$ cat config.mk
export PLATFORM = sky130hd
export DESIGN_NAME = dppg_timer
export DESIGN_NICKNAME = d
export VERILOG_FILES = /design/src/hdl/dppg_pkg.sv /design/src/hdl/dppg_timer.sv
export SDC_FILE = /design/constraint.sdc
export NUM_CORES = 1
export LEC_CHECK = 0
export ABC_AREA = 1
export BUFFER_PORTS_ARGS = -buffer_cell sky130_fd_sc_hd__buf_2
export CAP_MARGIN = 5
export CORE_AREA = 2 2 344 244
export CTS_CLUSTER_DIAMETER = 200
export DETAILED_ROUTE_END_ITERATION = 10
export DIE_AREA = 0 0 346 246
export SYNTH_ARGS = -nofsm -noshare
export SYNTH_HDL_FRONTEND = slang
export SYNTH_SLANG_ARGS = --single-unit
$ cat constraint.sdc
create_clock -name core_clk_i -period 4.9 [get_ports core_clk_i]
set_input_delay 0.98 -clock core_clk_i [delete_from_list [all_inputs] [get_ports core_clk_i]]
set_output_delay 0.98 -clock core_clk_i [all_outputs]
set_load 0.05 [all_outputs]
$ cat src/hdl/dppg_pkg.sv
// constants, register map and types for the dual unit interlocked rectangular wave timer
// Operation
// phase compare register bits 16..0 hold phase value; bits 31..17 read zero
// phase compare register loads only from writable timer register five
// software keeps each unit prescaler clock at or below the maximum rate
// interlocked: unit one ignores own prescaler select, uses unit zero select
// unit zero: one 16-bit counter, six comparators, two output channels
// unit one: one 16-bit counter, five comparators, two output channels
// each counter is a 16-bit up-counter stepping once per prescaler tick
// run bit zero clears and halts the counter; one starts counting
// clear enable zero: counter runs free and wraps
// clear enable one: counter cleared on comparator zero match
// interlocked: unit one cleared by unit zero phase comparator match
// comparator zero sets the counting period
// comparators one and three set leading edges of wave outputs
// comparators two and four set trailing edges of wave outputs
// unit zero comparator five sets phase between the two units
// buffer mode zero: timer register write also writes compare register
// compare registers read-only; change only through their timer registers
// buffer mode one with update flag: timer copied to compare at update timing
// comparators two and four: match delayed one clock when modulation asks
// compare registers two and four hold 4-bit modulation rate in bits 3..0
// buffered transfer happens at period end, then update flag clears
// each comparator pulses one cycle on equality while counter runs
package dppg_pkg;
	localparam int UNITS = 2;
	localparam int CMP_MAX = 6;
	localparam int CNT_W = 16;
	localparam int RG_W = 20;
	localparam int SEL_W = 4;
	localparam int RATE_W = 4;
	localparam int IDX_W = 3;
	localparam int ADDR_W = 12;

	// byte offsets inside one unit window, global register address and unit select bit
	localparam logic [7:0] OFF_RUN = 8'h00;
	localparam logic [7:0] OFF_MOD = 8'h04;
	localparam logic [7:0] OFF_CR = 8'h08;
	localparam logic [2:0] BLK_RG = 3'h1;
	localparam logic [2:0] BLK_CP = 3'h2;
	localparam logic [11:0] OFF_GLB = 12'h200;
	localparam int UNIT_BIT = 8;

	// field positions
	localparam int RUN_BIT = 0;
	localparam int CLE_BIT = 4;
	localparam int SEL_LSB = 0;
	localparam int BUFM_BIT = 0;
	localparam int UPD_BIT = 1;
	localparam int ILK_BIT = 0;
	localparam int TIM_LSB_MOD = 4;

	// per comparator stored widths and indices
	localparam logic [19:0] MASK_PLAIN = 20'h0FFFF;
	localparam logic [19:0] MASK_MOD = 20'hFFFFF;
	localparam logic [19:0] MASK_PHASE = 20'h1FFFF;
	localparam int CMP_PERIOD = 0;
	localparam int CMP_PHASE = 5;
	localparam logic [IDX_W-1:0] UNIT1_LAST = 3'h4;
	localparam logic [IDX_W-1:0] UNIT0_LAST = 3'h5;

	localparam logic [31:0] RST_WORD = 32'h0000_0000;

	typedef struct packed {
		logic run;
		logic cle;
		logic bufm;
		logic upd;
		logic [SEL_W-1:0] sel;
	} dppg_ctl_t;

	localparam dppg_ctl_t CTL_RST = '{run: 1'b0, cle: 1'b0, bufm: 1'b0, upd: 1'b0, sel: 4'h0};
endpackage : dppg_pkg

$ cat src/hdl/dppg_timer.sv
// dual unit interlocked rectangular wave timer with apb register slave
`timescale 1ns/100ps
module dppg_timer #(
	parameter int CNT_W = dppg_pkg::CNT_W
) (
	input wire logic core_clk_i, // 40 MHz core clock
	input wire logic rst_n_i, // synchronous reset, active low
	input wire logic psel_i, // apb select
	input wire logic penable_i, // apb enable
	input wire logic pwrite_i, // apb direction, high for write
	input wire logic [dppg_pkg::ADDR_W-1:0] paddr_i, // apb byte address
	input wire logic [31:0] pwdata_i, // apb write data
	output logic [31:0] prdata_o, // apb read data
	output logic pready_o, // apb ready
	output logic pslverr_o, // apb error on unmapped address
	output logic [3:0] wave_o // unit0 ch0, ch1, unit1 ch0, ch1
);
	dppg_pkg::dppg_ctl_t ctl_reg [0:1];
	logic ilk_reg;
	logic [19:0] rg_reg [0:1][0:5];
	logic [19:0] cp_reg [0:1][0:5];
	logic [CNT_W-1:0] cnt_reg [0:1];
	logic [CNT_W-1:0] pre_reg [0:1];
	logic [1:0] wave_reg [0:1];
	logic pready_reg;
	logic pslverr_reg;
	logic [31:0] prdata_reg;

	logic tick [0:1];
	logic match [0:1][0:5];
	logic clr_match [0:1];
	logic period_end [0:1];
	logic xfer [0:1];

	// address decode
	wire [7:0] off = paddr_i[7:0];
	wire unit_sel = paddr_i[dppg_pkg::UNIT_BIT];
	wire in_units = (paddr_i[11:9] == 3'h0);
	wire [dppg_pkg::IDX_W-1:0] idx = off[4:2];
	wire [dppg_pkg::IDX_W-1:0] last_idx = unit_sel ? dppg_pkg::UNIT1_LAST : dppg_pkg::UNIT0_LAST;
	wire idx_ok = (off[1:0] == 2'h0) && (idx <= last_idx);
	wire hit_run = in_units && (off == dppg_pkg::OFF_RUN);
	wire hit_mod = in_units && (off == dppg_pkg::OFF_MOD);
	wire hit_cr = in_units && (off == dppg_pkg::OFF_CR);
	wire hit_rg = in_units && (off[7:5] == dppg_pkg::BLK_RG) && idx_ok;
	wire hit_cp = in_units && (off[7:5] == dppg_pkg::BLK_CP) && idx_ok;
	wire hit_glb = (paddr_i == dppg_pkg::OFF_GLB);
	wire mapped = hit_run || hit_mod || hit_cr || hit_rg || hit_cp || hit_glb;

	// a write takes effect only at the access edge with ready high
	wire acc = psel_i && penable_i && pready_reg;
	wire wr = acc && pwrite_i && !pslverr_reg;
	wire setup = psel_i && !penable_i;

	logic [31:0] rd_mux;
	always_comb begin
		rd_mux = dppg_pkg::RST_WORD;
		if (hit_glb) begin
			rd_mux[dppg_pkg::ILK_BIT] = ilk_reg;
		end else if (hit_run) begin
			rd_mux[dppg_pkg::RUN_BIT] = ctl_reg[unit_sel].run;
		end else if (hit_mod) begin
			rd_mux[dppg_pkg::CLE_BIT] = ctl_reg[unit_sel].cle;
			rd_mux[dppg_pkg::SEL_LSB +: dppg_pkg::SEL_W] = ctl_reg[unit_sel].sel;
		end else if (hit_cr) begin
			rd_mux[dppg_pkg::BUFM_BIT] = ctl_reg[unit_sel].bufm;
			rd_mux[dppg_pkg::UPD_BIT] = ctl_reg[unit_sel].upd;
		end else if (hit_rg) begin
			rd_mux[19:0] = rg_reg[unit_sel][idx];
		end else if (hit_cp) begin
			rd_mux[19:0] = cp_reg[unit_sel][idx];
		end
	end

	// zero wait state slave: ready raised at the edge that ends the setup cycle, answer ready at the first access edge
	always_ff @(posedge core_clk_i) begin
		if (!rst_n_i) begin
			pready_reg <= 1'b0;
			pslverr_reg <= 1'b0;
			prdata_reg <= dppg_pkg::RST_WORD;
		end else begin
			pready_reg <= setup;
			pslverr_reg <= setup && !mapped;
			prdata_reg <= (setup && !pwrite_i && mapped) ? rd_mux : dppg_pkg::RST_WORD;
		end
	end

	always_ff @(posedge core_clk_i) begin
		if (!rst_n_i) begin
			ilk_reg <= 1'b0;
		end else if (wr && hit_glb) begin
			ilk_reg <= pwdata_i[dppg_pkg::ILK_BIT];
		end
	end

	genvar u, m;
	generate
		for (u = 0; u < dppg_pkg::UNITS; u++) begin : g_unit
			localparam int NCMP = (u == 0) ? 6 : 5;
			wire wsel = wr && (unit_sel == 1'(u));
			wire [CNT_W-1:0] pre_mask;
			wire own_tick;

			// prescaler divides by two to the power of the select field
			assign pre_mask = CNT_W'((32'h1 << ctl_reg[u].sel) - 32'h1);
			assign own_tick = ((pre_reg[u] & pre_mask) == pre_mask);
			if (u == 1) begin : g_ilk_tick
				assign tick[u] = ilk_reg ? tick[0] : own_tick;
				assign clr_match[u] = ilk_reg ? match[0][dppg_pkg::CMP_PHASE] : match[u][dppg_pkg::CMP_PERIOD];
			end else begin : g_own_tick
				assign tick[u] = own_tick;
				assign clr_match[u] = match[u][dppg_pkg::CMP_PERIOD];
			end

			// period end: clear by match, or wrap of a free running counter
			assign period_end[u] = ctl_reg[u].run && tick[u] &&
				(ctl_reg[u].cle ? clr_match[u] : (cnt_reg[u] == {CNT_W{1'b1}}));
			assign xfer[u] = ctl_reg[u].bufm && ctl_reg[u].upd && period_end[u];

			always_ff @(posedge core_clk_i) begin
				if (!rst_n_i) begin
					pre_reg[u] <= '0;
				end else begin
					pre_reg[u] <= pre_reg[u] + 1'b1;
				end
			end

			always_ff @(posedge core_clk_i) begin
				if (!rst_n_i) begin
					ctl_reg[u] <= dppg_pkg::CTL_RST;
				end else begin
					if (wsel && hit_run) begin
						ctl_reg[u].run <= pwdata_i[dppg_pkg::RUN_BIT];
					end
					if (wsel && hit_mod) begin
						ctl_reg[u].cle <= pwdata_i[dppg_pkg::CLE_BIT];
						ctl_reg[u].sel <= pwdata_i[dppg_pkg::SEL_LSB +: dppg_pkg::SEL_W];
					end
					if (wsel && hit_cr) begin
						ctl_reg[u].bufm <= pwdata_i[dppg_pkg::BUFM_BIT];
					end
					// a software set in the transfer cycle wins over the hardware clear
					if (wsel && hit_cr) begin
						ctl_reg[u].upd <= pwdata_i[dppg_pkg::UPD_BIT];
					end else if (xfer[u]) begin
						ctl_reg[u].upd <= 1'b0;
					end
				end
			end

			always_ff @(posedge core_clk_i) begin
				if (!rst_n_i || !ctl_reg[u].run) begin
					cnt_reg[u] <= '0;
				end else if (tick[u]) begin
					if (ctl_reg[u].cle && clr_match[u]) begin
						cnt_reg[u] <= '0;
					end else begin
						cnt_reg[u] <= cnt_reg[u] + 1'b1;
					end
				end
			end

			for (m = 0; m < dppg_pkg::CMP_MAX; m++) begin : g_cmp
				if (m < NCMP) begin : g_live
					localparam bit IS_MOD = (m == 2) || (m == 4);
					localparam logic [19:0] MASK = IS_MOD ? dppg_pkg::MASK_MOD :
						((m == dppg_pkg::CMP_PHASE) ? dppg_pkg::MASK_PHASE : dppg_pkg::MASK_PLAIN);
					wire wr_rg = wsel && hit_rg && (idx == 3'(m));
					wire [16:0] cmp_val = IS_MOD ? {1'b0, cp_reg[u][m][19:4]} : cp_reg[u][m][16:0];
					wire raw = ctl_reg[u].run && tick[u] && (cmp_val == {1'b0, cnt_reg[u]});

					always_ff @(posedge core_clk_i) begin
						if (!rst_n_i) begin
							rg_reg[u][m] <= '0;
							cp_reg[u][m] <= '0;
						end else begin
							if (wr_rg) begin
								rg_reg[u][m] <= pwdata_i[19:0] & MASK;
							end
							// the compare side has no write path of its own
							if (wr_rg && !ctl_reg[u].bufm) begin
								cp_reg[u][m] <= pwdata_i[19:0] & MASK;
							end else if (xfer[u]) begin
								cp_reg[u][m] <= rg_reg[u][m];
							end
						end
					end

					if (IS_MOD) begin : g_mod
						logic [dppg_pkg::RATE_W-1:0] acc_reg;
						logic shift_reg;
						logic raw_d_reg;
						wire [dppg_pkg::RATE_W:0] acc_sum = {1'b0, acc_reg} +
							{1'b0, cp_reg[u][m][dppg_pkg::RATE_W-1:0]};
						always_ff @(posedge core_clk_i) begin
							if (!rst_n_i || !ctl_reg[u].run) begin
								acc_reg <= '0;
								shift_reg <= 1'b0;
								raw_d_reg <= 1'b0;
							end else begin
								raw_d_reg <= raw;
								// rate out of sixteen periods get the one clock shift
								if (period_end[u]) begin
									acc_reg <= acc_sum[dppg_pkg::RATE_W-1:0];
									shift_reg <= acc_sum[dppg_pkg::RATE_W];
								end
							end
						end
						assign match[u][m] = shift_reg ? raw_d_reg : raw;
					end else begin : g_plain
						assign match[u][m] = raw;
					end
				end else begin : g_none
					assign match[u][m] = 1'b0;
					always_ff @(posedge core_clk_i) begin
						rg_reg[u][m] <= '0;
						cp_reg[u][m] <= '0;
					end
				end
			end

			// ch0 rises on comparator 1, falls on 2; ch1 rises on 3, falls on 4
			for (m = 0; m < 2; m++) begin : g_ch
				always_ff @(posedge core_clk_i) begin
					if (!rst_n_i || !ctl_reg[u].run) begin
						wave_reg[u][m] <= 1'b0;
					end else if (match[u][2 * m + 2]) begin
						wave_reg[u][m] <= 1'b0;
					end else if (match[u][2 * m + 1]) begin
						wave_reg[u][m] <= 1'b1;
					end
				end
			end
		end
	endgenerate

	assign prdata_o = prdata_reg;
	assign pready_o = pready_reg;
	assign pslverr_o = pslverr_reg;
	assign wave_o = {wave_reg[1], wave_reg[0]};
endmodule : dppg_timer

Word level (Yosys, flattened, before mapping)
Memory sizes are Yosys's and may differ from the RTL's. Index checks and enable logic that the tools add are counted.

Bits in writable memories: 534. Flip-flop bits (word level): 59. Word-level logic and storage cells: 478. ROM bits: 0. Bits in latches: 0. Memories: 6. Output and inout bits: 38. Bits of input ports: 49.

Shift operators: 2. Muxes and demuxes: 256. Bitwise operators: 65. Order comparisons: 2. Equal/unequal tests: 25. Div/mod/pow operators: 0. Reductions and logical operators: 93. Add/sub/neg operators: 10. Multiply operators: 0.

Memory list: cp_reg (depth 2, bits a word 120, read ports 3, clocked after Yosys merged registers in 0, wr ports 2, line dppg_timer.sv:21) `logic [19:0] cp_reg [0:1][0:5];`; rg_reg (depth 2, bits a word 105, read ports 3, clocked after Yosys merged registers in 0, wr ports 2, line dppg_timer.sv:20) `logic [19:0] rg_reg [0:1][0:5];`; cnt_reg (depth 2, bits a word 16, read ports 2, clocked after Yosys merged registers in 0, wr ports 2, line dppg_timer.sv:22) `logic [CNT_W-1:0] cnt_reg [0:1];`; pre_reg (depth 2, bits a word 16, read ports 2, clocked after Yosys merged registers in 0, wr ports 2, line dppg_timer.sv:23) `logic [CNT_W-1:0] pre_reg [0:1];`; ctl_reg (depth 2, bits a word 8, read ports 3, clocked after Yosys merged registers in 0, wr ports 2, line dppg_timer.sv:18) `dppg_pkg::dppg_ctl_t ctl_reg [0:1];`; wave_reg (depth 2, bits a word 2, read ports 2, clocked after Yosys merged registers in 0, wr ports 2, line dppg_timer.sv:24) `logic [1:0] wave_reg [0:1];`.

Operators by type and width (count): 20-bit two-way mux (32); 1-bit two-way mux (204); 16-bit two-way mux (12); 20-bit binary-select mux with 3-bit select (2); 17-bit by 16-bit == test with 1-bit output (7); 16-bit == test (6); 1-bit logical AND (70); 16-bit by 1-bit adder with 16-bit output (second input constant) (4); 1-bit OR (59); 16-bit bitwise AND (2); 16-bit == test (second input constant) (2); 1-bit by 4-bit left shift with 16-bit output (first input constant) (2); 16-bit by 1-bit subtractor with 16-bit output (second input constant) (2); 4-bit by 4-bit adder with 5-bit output (4); 18-bit two-way mux (1); 17-bit two-way mux (1); 12-bit by 10-bit == test with 1-bit output (second input constant) (1); 3-bit by 2-bit == test with 1-bit output (second input constant) (3); 1-bit logical NOT (9); 8-bit by 3-bit == test with 1-bit output (second input constant) (1); 8-bit by 4-bit == test with 1-bit output (second input constant) (1); 8-bit logical NOT (1); 4-bit two-way mux (2); 1-bit logical OR (7); other kinds (13) (18).

Longest topological paths before layout
An unclocked memory read counts as a cell.

Word-level depth: 17. Depth in mapped cells: 24. Gate-level depth less buffers: 22.

Least setup slack after synthesis
No wires, ideal clock.

Path type: input to register. Start point: in paddr_i[8] (netlist name). End point: mem cp_reg[0][20] (netlist name), enable pin. Required time: 4.475 ns. Data arrival time: 4.256 ns. Buffers on the path: 3. Slack: 0.219 ns. Library setup time: 0.425 ns. Stages: 13. Cell sequence: clkbuf_1 > inv_2 > clkbuf_1 > clkbuf_1 > ha_1 > o21ai_0 > a21oi_1 > nand2_1 > nor2_1 > inv_2 > nor3_1 > inv_2 > o21ai_0.

RTL lines: from (decl) (line dppg_timer.sv:11) `input wire logic [dppg_pkg::ADDR_W-1:0] paddr_i,`; to (decl) (line dppg_timer.sv:21).

==> key figures <==
Setup path
  – Crit-path max cell delay: 520 ps
  – CP startpoint kind: flip-flop
  – CP Class: reg2reg
  – R2r endpoint: cp_reg[0][7]$_DFFE_PP_
  – Worst path required time: 5370 ps
  – Critical path peak fanout: 42
  – R2r setup slk: 540 ps
  – Worst setup EP type: flip-flop
  – Top cell by count, worst path: nand2_1
  – Cells along the critical path: nor2_2 > nand2_1 > ha_1 > inv_1 > nand2_1 > nand2_1 > inv_1 > nand2_1 > nor2_1 > nand2_1 > nor2_1 > nand4_1 > nor2_2 > inv_2 > nor2_4 > nand2_2 > clkinv_2 > nand3_4 > buf_12 > o21ai_0
  – Worst Path Arrival: 4830 ps
  – R2R Path Start: ctl_reg[0][1]$_SDFFCE_PN0P_
  – Worst Reg-to-Reg Cells: 20
  – Slowest library cell on the worst path: edfxtp_1

Global route
  – Global route overflow: 0
  – Layer with the highest usage: met1
  – Met3 Usage GRT: 0.0941
  – M2 GR Usage: 0.360
  – First-pass GRT wire length: between 150 and 200 mm
  – Largest net degree at the start of global routing: 154
  – Met1 usage: 0.384
  – Antenna violations before repair: 5
  – Vias in the first global route: approximately 23000
  – Gr usage total: 0.263

Route
  – Wire length per cell: roughly 26 um
  – Routed vias: between 20000 and 30000
  – DRT Pass-1 Iters: 6
  – Drt drc: 0
  – Total wire length: 115 mm
  – First DRT Iteration DRCs: 4321
  – Routed Antenna Nets: 0
  – Vias/cell: 5.75

STA
  – Least-Margin Pin Slew: 1150 ps
  – Final hold violation count: 0
  – Minimum clock period: 4360 ps
  – Final period util: 0.890
  – RSZ-0062 raised after global routing: false
  – Pins Over Slew Limit: 0
  – Clock Skews: 40.7 ps
  – Worst hold slack: 453 ps
  – Setup ws final: 541 ps
  – Final setup TNS: 0 ps
  – Finish-stage setup viols: 0
  – Max-slew headroom: 0.228
  – Peak Freq: 229 MHz

Final layout
  – Final Instance Area: 31600 um^2
  – Share of layout cells above drive strength 1: 0.116
  – Fin nets: 3317
  – Fillcell total: 8286
  – Area Growth Syn to Fin: 11.2%
  – Final Util: 0.387

Clocking
  – Worst-path clk slew: ~70 ps
  – CTS sink cnt: 515
  – Hold buffer count at cts: 0
  – Root buffer cell: clkbuf_16
  – CTS tree: built
  – CTS H-tree lvls: 2
  – Longest Clk Path Bufs: 3
  – Num CTS Buffers: 50
  – Setup bufs post-CTS: 0
  – Post-cts repair resize count: 0
  – Clk_lat worst skew: 650 ps

Floorplanning
  – Die height: 246 um
  – Ports: 87
  – Rows: 88
  – Total core area: 81700 um^2
  – Die Wd: 346 um
  – Die area: 85100 um^2
  – Initial Util: 0.348

Job
  – Max Cap Viol: 0

Placed design
  – Placed Area: 29900 um^2
  – HPWL after detailed placement: 81.7 mm
  – # port buffers: 62
  – Setup WS pre-CTS: 541 ps
  – GP Congestion: 1.03

Synth
  – Largest cells by area after synthesis: edfxtp_1 46%, nand2_1 7.8%, nor2_1 5.6%
  – FFs w/ async S/R, synth: 0
  – Synth Cell Area: 28400 um^2
  – EDFF count, synth: between 400 and 500
  – Count of different cell masters after synthesis: around 70
  – Seq cells post-synth: 515
  – Post-synthesis sequential area ratio: 0.517
  – Synth Flop Type: edfxtp_1
  – Syn Inst Count: between 3000 and 4000
  – YS warnings: 0
  – Avg Inst Size Synth: 8.78 um^2
  – Largest area contributor in the netlist: edfxtp_1
  – Top-area cell type share of the netlist area: 0.463

Power and ir drop
  – Power per cell area: 317 nW/um^2
  – Peak supply drop: between 0.2 and 0.3 mV
  – Pleak: 11.9 nW

Min path
  – Worst Hold Class: reg2reg
  – Hold Path Depth: 2
  – Start point of the worst hold path: g_unit[0].g_cmp[2].g_live.g_mod.acc_reg[2]$_SDFFE_PP0N_
  – Hold endpoint: g_unit[0].g_cmp[2].g_live.g_mod.acc_reg[2]$_SDFFE_PP0N_

Outcome
  – Run status: complete, no violations
[worst max-delay path by stage]
stage / from / to / slack [ps]
floorplan: paddr_i[8] / cp_reg[0][20]$_DFFE_PP_ / 220
global placement: paddr_i[10] / cp_reg[1][30]$_DFFE_PP_ / 570
detailed placement: paddr_i[10] / cp_reg[1][30]$_DFFE_PP_ / 540
CTS: ctl_reg[0][1]$_SDFFCE_PN0P_ / cp_reg[0][7]$_DFFE_PP_ / 650
global route: ctl_reg[0][1]$_SDFFCE_PN0P_ / cp_reg[0][7]$_DFFE_PP_ / 200
finish: ctl_reg[0][1]$_SDFFCE_PN0P_ / cp_reg[0][7]$_DFFE_PP_ / 540
[placed cells by master, fill, tap and decap left out, drive strengths merged, types with 4 or more instances in the layout]
cell type / n
nor4: 22
nor2: 437
edfxtp: 438
nor3: 47
a32o: 19
a31oi: 21
conb: 12
o211ai: 16
xnor2: 89
fa: 4
a22o: 8
nand3: 230
a21oi: 172
inv: 357
o2111ai: 10
nand2: 599
o221ai: 13
clkbuf: 61
ha: 23
o21ai: 270
bufinv: 8
a311oi: 6
clkinv: 30
nor3b: 9
nand4: 27
dfxtp: 77
a211oi: 20
o22ai: 22
a221oi: 7
or2: 13
buf: 145
xor2: 43
[power breakdown]
| part | internal (mW) | switching (mW) | leakage [nW] | total, mW |
|---|---|---|---|---|
| registers | 4.85 | 0.126 | 5.28 | 4.97 |
| clock network | 2.37 | 1.86 | 0.845 | 4.23 |
| logic | 0.193 | 0.625 | 5.79 | 0.818 |
[worst max-delay path: cells and delay by family, from the launching register on]
family,cells,cell delay [ps]
fa+ha+maj,1,280
buf+inv,5,750
flops,1,520
simple gates,13,2310
compound gates,1,240
[Yosys cell counts (43+ instances only)]
master	count
clkbuf_1	118
xnor2_1	89
nand2_1	592
inv_1	328
a21oi_1	172
dfxtp_1	77
nand3_1	198
o21ai_0	200
nor2_1	421
o21ai_2	50
xor2_1	43
edfxtp_1	438
nor3_1	45
[layout make-up]
class	count	area (um^2)	area share
sequential	515	14700	0.465
multi-input combinational	2166	11400	0.361
inverter	363	1370	0.0433
tap	1080	1350	0.0427
clock buffer	61	1340	0.0425
timing repair buffer	145	1060	0.0336
clock inverter	33	373	0.0118
antenna	1	2.50	0.0000792
[cells by family (layout without fill, tap and decap cells)]
family	Yosys count	after routing	synth area share
flops	515	515	0.517
other cells	1	13	0.000132
fa+ha+maj	27	27	0.0129
simple gates	1387	1387	0.214
mux	4	4	0.00145
compound gates	604	604	0.130
xor+xnor	132	132	0.0407
buf+inv	567	602	0.0840
[layer usage]
metal	wire length, um	vias up
met5	41	-
met4	3770	6
met3	18800	247
met2	44900	1905
met1	47200	12000
li1	-	11000
[per-stage QoR]
| stage | cells | power [mW] |
|---|---|---|
| finish | 4364 | 10.0 |
| global route | 4363 | 10.2 |
| CTS | 4363 | 9.98 |
| detailed placement | 4269 | 5.83 |
| global placement | 4269 | 5.83 |
| floorplan | 3248 | 5.45 |
Power figures use the tool's default switching activity.
